--- config.mk ---
export PLATFORM = sky130hd
export DESIGN_NAME = dual_reload_timer_pair
export DESIGN_NICKNAME = d
export VERILOG_FILES = /design/src/common/timer_pair_pkg.sv /design/src/core/dual_reload_timer_pair.sv
export SDC_FILE = /design/constraint.sdc
export NUM_CORES = 1
export LEC_CHECK = 0
export ABC_AREA = 1
export CORE_MARGIN = 4
export CORE_UTILIZATION = 49
export CTS_CLUSTER_DIAMETER = 60
export DETAILED_ROUTE_END_ITERATION = 16
export DONT_BUFFER_PORTS = 1
export PLACE_DENSITY = 0.69
export SKIP_LAST_GASP = 1
export SLEW_MARGIN = 10
export SYNTH_ARGS = -nofsm -noshare
export SYNTH_HDL_FRONTEND = slang
export SYNTH_SLANG_ARGS = --single-unit
--- constraint.sdc ---
create_clock -name clock_i -period 4.6 [get_ports clock_i]
set_input_delay 0.69 -clock clock_i [delete_from_list [all_inputs] [get_ports clock_i]]
set_output_delay 0.69 -clock clock_i [all_outputs]
set_load 0.005 [all_outputs]
--- src/common/timer_pair_pkg.sv ---
// Purpose: constants for the dual reload timer pair
// Assumes: apb slave, 32-bit data, one word per register
// Notes:   control offset 0xFF20; other offsets chosen locally
package timer_pair_pkg;
   localparam logic [15:0] CTRL_OFFSET   = 16'hFF20;
   localparam logic [15:0] TIMER_A_OFF   = 16'hFF30;
   localparam logic [15:0] TIMER_B_OFF   = 16'hFF34;
   localparam logic [15:0] RELOAD_A_OFF  = 16'hFF38;
   localparam logic [15:0] RELOAD_B_OFF  = 16'hFF3C;
   localparam logic [15:0] IRQ_STAT_OFF  = 16'hFF40;
   localparam logic [15:0] IRQ_MASK_OFF  = 16'hFF44;
   localparam logic [15:0] CTRL_RESET    = 16'h0000;
   localparam logic [15:0] TIMER_RESET   = 16'h0000;
   localparam logic [15:0] CTRL_WMASK    = 16'h4F4F;
   localparam int          RUN_BIT       = 6;
   localparam int          MODE_BIT      = 3;
   localparam int          SEL_LSB       = 0;
   localparam int          B_SHIFT       = 8;
   localparam int          PRESC_BASE    = 3;
   localparam int          PRESC_WIDTH   = 10;
   localparam logic [2:0]  SRC_UPSTREAM  = 3'h0;
   localparam logic [2:0]  SRC_RISE      = 3'h1;
   localparam logic [2:0]  SRC_FALL      = 3'h2;
   localparam logic [2:0]  SRC_BOTH      = 3'h3;
endpackage

--- src/core/dual_reload_timer_pair.sv ---
// Purpose: two 16-bit up timers with reload, apb registers, one irq
// Assumes: ext_count_pin_i and upstream_tick_i are asynchronous
// Notes:   timer_b services its events one cycle after timer_a
`timescale 1ns/1ps
module dual_reload_timer_pair
(
   input  wire logic        clock_i,
   input  wire logic        rst_n_i,
   input  wire logic        psel_i,
   input  wire logic        penable_i,
   input  wire logic        pwrite_i,
   input  wire logic [15:0] paddr_i,
   input  wire logic [31:0] pwdata_i,
   output logic      [31:0] prdata_o,
   output logic             pready_o,
   output logic             pslverr_o,
   input  wire logic        ext_count_pin_i,
   input  wire logic        upstream_tick_i,
   output logic             timer_a_overflow_o,
   output logic             timer_b_overflow_o,
   output logic             irq_o
);
   localparam int PRESC_W_L = timer_pair_pkg::PRESC_WIDTH;

   // reset and input synchronisers
   logic        rst_meta;
   logic        rst_n;
   logic [1:0]  pin_sync;
   logic        pin_prev;
   logic [1:0]  up_sync;
   logic        up_prev;

   // prescaler and count events
   logic [PRESC_W_L-1:0] presc;
   logic [7:0]  presc_strobe;
   logic [1:0]  tick;
   logic        tick_b_delay;
   logic        rise;
   logic        fall;
   logic        up_evt;

   // software visible state
   logic [15:0] timer_pair_control;
   logic [15:0] timer_a;
   logic [15:0] timer_b;
   logic [15:0] next_timer_a;
   logic [15:0] next_timer_b;
   logic [15:0] reload_a;
   logic [15:0] reload_b;
   logic [1:0]  ovf_flag;
   logic [1:0]  ovf_mask;
   logic [2:0]  sel_a;
   logic [2:0]  sel_b;

   // bus decode
   logic        hit;
   logic        wr_en;
   logic        rd_en;
   logic        wr_ctrl;
   logic        wr_tmr_a;
   logic        wr_tmr_b;
   logic        wr_rel_a;
   logic        wr_rel_b;
   logic        wr_stat;
   logic        wr_mask;
   logic [31:0] read_word;

   always_ff @(posedge clock_i or negedge rst_n_i)
   begin
      if (!rst_n_i)
      begin
         rst_meta <= 1'b0;
         rst_n    <= 1'b0;
      end
      else
      begin
         rst_meta <= 1'b1;
         rst_n    <= rst_meta;
      end
   end

   // pin synchroniser and edge history
   always_ff @(posedge clock_i or negedge rst_n)
   begin
      if (!rst_n)
      begin
         pin_sync <= 2'h0;
         pin_prev <= 1'b0;
      end
      else
      begin
         pin_sync <= {pin_sync[0], ext_count_pin_i};
         pin_prev <= pin_sync[1];
      end
   end

   // upstream tick synchroniser and edge history
   always_ff @(posedge clock_i or negedge rst_n)
   begin
      if (!rst_n)
      begin
         up_sync  <= 2'h0;
         up_prev  <= 1'b0;
      end
      else
      begin
         up_sync  <= {up_sync[0], upstream_tick_i};
         up_prev  <= up_sync[1];
      end
   end

   assign rise   = pin_sync[1] & ~pin_prev;
   assign fall   = ~pin_sync[1] & pin_prev;
   assign up_evt = up_sync[1] & ~up_prev;

   // free running prescaler shared by both timers
   always_ff @(posedge clock_i or negedge rst_n)
   begin
      if (!rst_n)
         presc <= '0;
      else
         presc <= presc + 1'b1;
   end

   // one strobe per prescale code, high when bit sel+2 is set and the bits below it are clear
   for (genvar k = 0; k < 8; k++)
   begin
      assign presc_strobe[k] = presc[k + timer_pair_pkg::PRESC_BASE - 1] &&
                               (presc[k + timer_pair_pkg::PRESC_BASE - 2:0] == '0);
   end

   assign sel_a = timer_pair_control[timer_pair_pkg::SEL_LSB +: 3];
   assign sel_b = timer_pair_control[timer_pair_pkg::B_SHIFT + timer_pair_pkg::SEL_LSB +: 3];

   function automatic logic tick_for(input logic run, input logic mode,
                                     input logic [2:0] sel, input logic is_b,
                                     input logic [7:0] ps,
                                     input logic re, input logic fe,
                                     input logic ue);
      logic t;
      t = 1'b0;
      if (!run)
         t = 1'b0;
      else if (!mode)
         t = ps[sel];
      else
      begin
         case (sel)
            timer_pair_pkg::SRC_UPSTREAM: t = ue;
            timer_pair_pkg::SRC_RISE:     t = !is_b && re;
            timer_pair_pkg::SRC_FALL:     t = !is_b && fe;
            timer_pair_pkg::SRC_BOTH:     t = !is_b && (re || fe);
            default:                      t = 1'b0;
         endcase
      end
      return t;
   endfunction

   assign tick[0] = tick_for(timer_pair_control[timer_pair_pkg::RUN_BIT],
                             timer_pair_control[timer_pair_pkg::MODE_BIT],
                             sel_a, 1'b0, presc_strobe, rise, fall, up_evt);
   assign tick[1] = tick_for(timer_pair_control[timer_pair_pkg::B_SHIFT + timer_pair_pkg::RUN_BIT],
                             timer_pair_control[timer_pair_pkg::B_SHIFT + timer_pair_pkg::MODE_BIT],
                             sel_b, 1'b1, presc_strobe, rise, fall, up_evt);

   // timer_b event delayed one cycle behind timer_a
   always_ff @(posedge clock_i or negedge rst_n)
   begin
      if (!rst_n)
         tick_b_delay <= 1'b0;
      else
         tick_b_delay <= tick[1];
   end

   assign hit   = (paddr_i == timer_pair_pkg::CTRL_OFFSET)  ||
                  (paddr_i == timer_pair_pkg::TIMER_A_OFF)  ||
                  (paddr_i == timer_pair_pkg::TIMER_B_OFF)  ||
                  (paddr_i == timer_pair_pkg::RELOAD_A_OFF) ||
                  (paddr_i == timer_pair_pkg::RELOAD_B_OFF) ||
                  (paddr_i == timer_pair_pkg::IRQ_STAT_OFF) ||
                  (paddr_i == timer_pair_pkg::IRQ_MASK_OFF);
   assign wr_en     = psel_i & penable_i & pwrite_i & hit;
   assign rd_en     = psel_i & ~pwrite_i;
   assign pready_o  = 1'b1;
   assign pslverr_o = psel_i & penable_i & ~hit;

   // register write strobes
   assign wr_ctrl  = wr_en & (paddr_i == timer_pair_pkg::CTRL_OFFSET);
   assign wr_tmr_a = wr_en & (paddr_i == timer_pair_pkg::TIMER_A_OFF);
   assign wr_tmr_b = wr_en & (paddr_i == timer_pair_pkg::TIMER_B_OFF);
   assign wr_rel_a = wr_en & (paddr_i == timer_pair_pkg::RELOAD_A_OFF);
   assign wr_rel_b = wr_en & (paddr_i == timer_pair_pkg::RELOAD_B_OFF);
   assign wr_stat  = wr_en & (paddr_i == timer_pair_pkg::IRQ_STAT_OFF);
   assign wr_mask  = wr_en & (paddr_i == timer_pair_pkg::IRQ_MASK_OFF);

   // control register
   always_ff @(posedge clock_i or negedge rst_n)
   begin
      if (!rst_n)
         timer_pair_control <= timer_pair_pkg::CTRL_RESET;
      else if (wr_ctrl)
         timer_pair_control <= pwdata_i[15:0] & timer_pair_pkg::CTRL_WMASK;
   end

   // reload registers, sampled at the moment of reload
   always_ff @(posedge clock_i or negedge rst_n)
   begin
      if (!rst_n)
         reload_a <= timer_pair_pkg::TIMER_RESET;
      else if (wr_rel_a)
         reload_a <= pwdata_i[15:0];
   end

   always_ff @(posedge clock_i or negedge rst_n)
   begin
      if (!rst_n)
         reload_b <= timer_pair_pkg::TIMER_RESET;
      else if (wr_rel_b)
         reload_b <= pwdata_i[15:0];
   end

   // overflow interrupt mask
   always_ff @(posedge clock_i or negedge rst_n)
   begin
      if (!rst_n)
         ovf_mask <= 2'h0;
      else if (wr_mask)
         ovf_mask <= pwdata_i[1:0];
   end

   always_ff @(posedge clock_i or negedge rst_n)
   begin
      if (!rst_n)
         timer_a <= timer_pair_pkg::TIMER_RESET;
      else if (wr_tmr_a)
         timer_a <= pwdata_i[15:0];
      else if (tick[0])
         timer_a <= next_timer_a;
   end

   always_comb
   begin
      next_timer_a = timer_a + 16'h0001;
      if (timer_a == 16'hFFFF)
         next_timer_a = reload_a;
   end

   always_ff @(posedge clock_i or negedge rst_n)
   begin
      if (!rst_n)
         timer_b <= timer_pair_pkg::TIMER_RESET;
      else if (wr_tmr_b)
         timer_b <= pwdata_i[15:0];
      else if (tick_b_delay)
         timer_b <= next_timer_b;
   end

   always_comb
   begin
      next_timer_b = timer_b + 16'h0001;
      if (timer_b == 16'hFFFF)
         next_timer_b = reload_b;
   end

   assign timer_a_overflow_o = tick[0] & (timer_a == 16'hFFFF) & ~wr_tmr_a;
   assign timer_b_overflow_o = tick_b_delay & (timer_b == 16'hFFFF) & ~wr_tmr_b;

   // sticky flags, set wins over write-one-to-clear
   always_ff @(posedge clock_i or negedge rst_n)
   begin
      if (!rst_n)
         ovf_flag <= 2'h0;
      else
      begin
         for (int i = 0; i < 2; i++)
         begin
            if ((i == 0) ? timer_a_overflow_o : timer_b_overflow_o)
               ovf_flag[i] <= 1'b1;
            else if (wr_stat && pwdata_i[i])
               ovf_flag[i] <= 1'b0;
         end
      end
   end

   assign irq_o = |(ovf_flag & ovf_mask);

   // read mux, upper half reads zero
   always_comb
   begin
      case (paddr_i)
         timer_pair_pkg::CTRL_OFFSET:  read_word = {16'h0000, timer_pair_control};
         timer_pair_pkg::TIMER_A_OFF:  read_word = {16'h0000, timer_a};
         timer_pair_pkg::TIMER_B_OFF:  read_word = {16'h0000, timer_b};
         timer_pair_pkg::RELOAD_A_OFF: read_word = {16'h0000, reload_a};
         timer_pair_pkg::RELOAD_B_OFF: read_word = {16'h0000, reload_b};
         timer_pair_pkg::IRQ_STAT_OFF: read_word = {30'h0, ovf_flag};
         timer_pair_pkg::IRQ_MASK_OFF: read_word = {30'h0, ovf_mask};
         default:                      read_word = 32'h0000_0000;
      endcase
   end

   // read data captured in the setup cycle
   always_ff @(posedge clock_i or negedge rst_n)
   begin
      if (!rst_n)
         prdata_o <= 32'h0000_0000;
      else if (rd_en && !penable_i)
         prdata_o <= read_word;
   end
endmodule

==> metrics.cfg, run 1 <==
[floorplan]
start_util_pct=49.9
pin_count=92
die_y_um=127
die-area_um2=16100
die_w_um=127
rows=43
coreArea_um2=13900

[yosys]
synth_seq_cells=113
synthTopCellsByArea=dfrtp_1 41%, nand2_1 16%, inv_1 6.8%
ys_seq_area_share_pct=40.8
synth_area_per_cell_um2=7.05
syn-cell-area_um2=6930
synthDominantCellAreaShare_pct=40.8
synth_top_area_cell=dfrtp_1
syn_inst=983
ys.warnings.count=0
synth.distinct_cells=37

[cts]
clkLatencyLatePin_ns=0.43
cts_buffer_depth=2
cts.sinks=113
root_buffer=clkbuf_16
cts_buffers=17
htree_levels=4
clk_pin_slew_worst_paths_ns=0.06
cts_tree=done

[setup_path]
critical_path.max_stage_delay_ns=0.38
crit_cells=13
rr_worst_depth=9
r2r_start=timer_a[0]
cp.required_ns=3.91
cpLargestDelayFamily=simple AND/OR/NAND/NOR gates
worst-setup-path-type=reg -> out
critPathMaxFanout=11
critical_path_buf_inv_count=2
cp-start-kind=flop
rr_endpoint=timer_a[0]
r2r_slack_ns=1.94
cpMostUsedCell=nor2_1
path_cells=inv_1, ha_1, nand2_1, nor2_1, nand3_1, nand2_1, nand3_1, nor2_1, nor2_1, nor2_1, buf_4, nand2_1, nor2_1
crit_end=timer_a_overflow_o
crit_arrival_ns=2.55
cpMaxStageDelayCell=dfrtp_1
end_kind=primary output
crit_path_start=presc[0]

[sta]
setup_tns_ns=0
worst_pin_slew_ns=0.970
fin_crit_sh_pct=70.4
post-route-min-period_ns=3.24
fmax_mhz=309
timing.hold.ws_ns=0.290
layout_setup_ws_ns=1.36
rsz0062_at_grt=false
hold_viol=0
fin_skew_ns=0.00814
setup_viol=0
drv_slew=0
max-slew-margin-rel_pct=35.3

[route]
drtIter0Drc=743
first_pass_iters=6
routed_wl_mm=20.5
drc_errors=0
post_drt_via_cell_ratio=5.60
antenna_left=0
vias=6552
wire_per_inst_um=17.5

[global_routing]
grt_usage_pct=25.6
grt_pass1_wl_mm=32.0
grt_max_degree=76
antenna_found_initial=0
grt_overflow=0
grt_pass1_vias=5785

[flow_run]
cap_violations=0

[finish]
drive_gt1_share_pct=6.46
num_antenna_cells=0
fin_nets=1039
nFillCells=1373
area_growth_syn_to_layout_pct=9.77
fin_util_pct=54.8

[place]
port_buffers=0
dp_hpwl_mm=14.5
detailedPlace.worstSlack_ns=1.27
place.gp.congestion=0.937

[status]
status=finished clean

[power]
cellPowerDensity_nw_per_um2=312
leakagePower_uw=0.00366
peakVddDrop_mv=0.232

[hold_path]
hold_path.class=in -> reg

-- logic make-up (layout without fill, tap and decap cells) --
family,count (synthesis),after routing,synth area share (%)
other cells,2,18,0.108
flops,113,113,40.8
xor+xnor,27,27,3.41
buf+inv,181,173,11.3
simple gates,498,498,31.1
compound gates,156,156,12.2
fa+ha+maj,6,6,1.08
-- routing by layer --
metal  global-route usage [%]  share of wire (%)  up-vias
met2                     36.8                 43      338
met1                     37.3                 44     3024
li1                         -                  -     3135
met5                        0                  0        -
met4                     11.1                3.6        0
met3                     5.47                9.3       55
-- per-stage QoR --
step / instances / area, um^2 / power, uW
after floorplan: 999 / 6990 / 1070
after global placement: 1138 / 7010 / 1080
after detailed placement: 1138 / 7010 / 1080
after CTS: 1171 / 7610 / 2390
after global routing: 1171 / 7610 / 2450
final: 1171 / 7610 / 2370
-- area by class of cell --
| type | instances | area, um^2 | share of cell area, % |
|---|---|---|---|
| multi-input cells | 705 | 3390 | 44.5 |
| flip-flops and latches | 113 | 2830 | 37.2 |
| clock inverters | 13 | 138 | 1.81 |
| clock buffers | 19 | 453 | 5.95 |
| repair buffers | 11 | 85.1 | 1.12 |
| well taps | 180 | 225 | 2.96 |
| inverters | 130 | 488 | 6.42 |
-- worst min-delay path by stage --
stage                          startpoint     endpoint  slack (ns)  depth (start not counted)
after floorplan               pin_sync[0]  pin_sync[1]        0.33                          0
after global routing      ext_count_pin_i  pin_sync[0]        0.28                          0
after CTS                 upstream_tick_i   up_sync[0]        0.28                          0
after detailed placement      pin_sync[0]  pin_sync[1]        0.34                          0
final                     ext_count_pin_i  pin_sync[0]        0.29                          0
after global placement        pin_sync[0]  pin_sync[1]        0.33                          0
-- flip-flops by register name, indices dropped and copies added, names as in the netlist --
name and count:
prdata_o 16, reload_a 16, reload_b 16, timer_a 16
timer_b 16, presc 10, timer_pair_control 10, ovf_flag 2
ovf_mask 2, pin_sync 2, up_sync 2, pin_prev 1
rst_meta 1, rst_n 1, tick_b_delay 1, up_prev 1
-- what timing repair did --
item,4_1_cts,5_1_grt
hold buffers,1,0
buffers inserted,0,0
gates resized for setup,0,0
hold endpoints to repair,2,0
-- cells in the final DEF (no fill, tap or decap), drive strengths merged, types with 7 or more instances in the layout --
cell type and count:
conb 18, clkbuf 19, a21oi 7, buf 10, inv 129, nand4 26
dfrtp 113, nor3 14, o21ai 115, nor2 76, nand3 82, nand2 291
xor2 23, o22ai 22
-- cell usage after synthesis, drive strengths merged --
cell type  instances
a21oi              7
a221oi             1
buf               37
clkbuf            14
clkinv             1
conb               2
dfrtp            113
ha                 6
inv              129
nand2            291
nand3             82
nand3b             2
nand4             26
nor2              76
nor3              14
nor3b              1
o211ai             6
o21ai            115
o221ai             5
o22ai             22
or2                5
or4                1
xnor2              4
xor2              23
-- power by group --
| part | internal [uW] | switching, uW |
|---|---|---|
| registers | 998 | 13.6 |
| clock network | 821 | 493 |
| logic | 9.01 | 37.2 |
Note: power is estimated with default switching activity, not from simulation.
==> inputs of run 2 (changes only) <==
Clock period 4.6 ns to 3.07 ns, I/O delays scaled along.
==> metrics.cfg, run 2 (synthesized netlist as in run 1, its figures left out) <==
[route]
post_drt_via_cell_ratio=5.50
antenna_left=0
drc_errors=0
vias=6486
wire_per_inst_um=17.3
first_pass_iters=5
routed_wl_mm=20.4
drtIter0Drc=697

[cts]
cts.sinks=113
clk_pin_slew_worst_paths_ns=0.06
htree_levels=4
clkLatencyLatePin_ns=0.42
cts_tree=done
root_buffer=clkbuf_16
cts_buffers=17
cts_buffer_depth=2
cts_setup_buffers=0

[setup_path]
end_kind=primary output
cp.required_ns=2.61
critical_path.max_stage_delay_ns=0.47
critPathMaxFanout=5
crit_arrival_ns=2.45
cp-start-kind=flop
cpMaxStageDelayCell=or4_1
cpLargestDelayFamily=simple AND/OR/NAND/NOR gates
path_cells=ha_1, nand3_1, nor3_4, nand2_1, or4_1, nor2_1
worst-setup-path-type=reg -> out
critical_path_buf_inv_count=0

[sta]
post-route-min-period_ns=2.91
drv_slew=0
worst_pin_slew_ns=0.773
timing.hold.ws_ns=0.0608
max-slew-margin-rel_pct=48.4
setup_tns_ns=0
fin_crit_sh_pct=94.9
hold_viol=0
setup_viol=0
fmax_mhz=343
fin_skew_ns=0.00528
rsz0062_at_grt=false

[power]
pwr-share-clk_pct=56.8
switching_share_pct=21.6
peakVddDrop_mv=0.423
p_seq_share_pct=41.1
combinationalPowerShare_pct=2.1
p_int_uw=2880
power_switching_uw=795
cellPowerDensity_nw_per_um2=476
leakagePower_uw=0.00375

[floorplan]
rows=43
pin_count=92
die_y_um=127
coreArea_um2=13900
start_util_pct=49.9
die-area_um2=16100
die_w_um=127

[finish]
drive_gt1_share_pct=7.30
num_antenna_cells=0
final_cell_mix=287 x nand2_1, 126 x inv_1, 112 x dfrtp_1, 81 x nand3_1, 75 x o21ai_0
final_common_cell=nand2_1
fin_nets=1048
area_growth_syn_to_layout_pct=11.6

[status]
status=finished clean

[place]
dp_hpwl_mm=14.8
port_buffers=0
place.gp.congestion=0.972

[flow_run]
cap_violations=0

[global_routing]
grt_overflow=0
grt_max_degree=58
grt_pass1_wl_mm=32.5
antenna_found_initial=0
grt_pass1_vias=6001
grt_usage_pct=25.9

[hold_path]
hold_path.class=in -> reg

[run 2: cell types whose count changed in the layout (fill, tap and decap cells not counted)]
| cell | change |
|---|---|
| buf_12 | +1 |
| buf_4 | +8 |
| bufinv_16 | +2 |
| clkbuf_8 | -1 |
| clkinv_2 | +1 |
| clkinv_4 | +1 |
| clkinvlp_4 | -3 |
| nor3_2 | -1 |
| nor3_4 | +1 |
[run 2: worst paths after layout]
check | from | to | slack (ns) | cells after the start
max in group asynchronous | rst_n | timer_b[7] | 1.89 | 1
worst min-delay path | ext_count_pin_i | pin_sync[0] | 0.06 | 0
worst max-delay path | timer_a[0] | timer_a_overflow_o | 0.16 | 6
min in group asynchronous | rst_n_i | rst_n | 0.26 | 1
worst max register to register | timer_b[0] | timer_b[9] | 0.78 | 12
worst min register to register | rst_meta | rst_n | 0.35 | 0
[run 2: worst reg2reg max path: stages, from the launching register on]
cell	delay, ns
dfrtp_1	0.41
ha_1	0.22
nand2_1	0.07
nor2_1	0.26
nand3_1	0.26
nor3_1	0.33
nand2_1	0.21
inv_1	0.11
nand2_1	0.08
nand3_1	0.08
nand2_1	0.06
nand2_1	0.05
nand2_1	0.04
[run 2: layout make-up]
class,instances,area (um^2)
Sequential cell,113,2830
Fill cell,1365,6150
Timing Repair Buffer,20,165
Inverter,130,488
Tap cell,180,225
Multi-Input combinational cell,705,3390
Clock inverter,14,189
Clock buffer,18,439
[run 2: power by group through the flow]
| stage | Sequential, uW | Combinational [uW] | Clock [uW] |
|---|---|---|---|
| after floorplan | 1540 | 55.1 | 0 |
| after detailed placement | 1540 | 74.9 | 0 |
| final | 1510 | 75.7 | 2090 |
| after global placement | 1540 | 74.7 | 0 |
| after CTS | 1510 | 76.5 | 2120 |
| after global routing | 1520 | 86.5 | 2190 |
[run 2: through the flow]
step	cells	cell area [um^2]	power [uW]	worst slack, ns	util [%]
finish	1180	7730	3680	0.156	55.7
global route	1180	7730	3790	0.0271	55.7
CTS	1180	7720	3710	0.128	55.6
detailed placement	1147	7090	1610	0.457	51.0
global placement	1147	7090	1610	0.534	51.0
floorplan	999	6990	1600	0.900	-
[run 2: metal layers]
metal / wire [um] / track usage [%]
met5: 0 / 0
met4: 564 / 10.5
met3: 1830 / 6.19
met2: 9150 / 38.7
met1: 8870 / 36.3
[run 2: repair_timing]
item	4_1_cts	5_1_grt
hold endpoints to repair	2	0
resized for setup	0	1
hold buffers	1	0
setup endpoints to repair	0	1
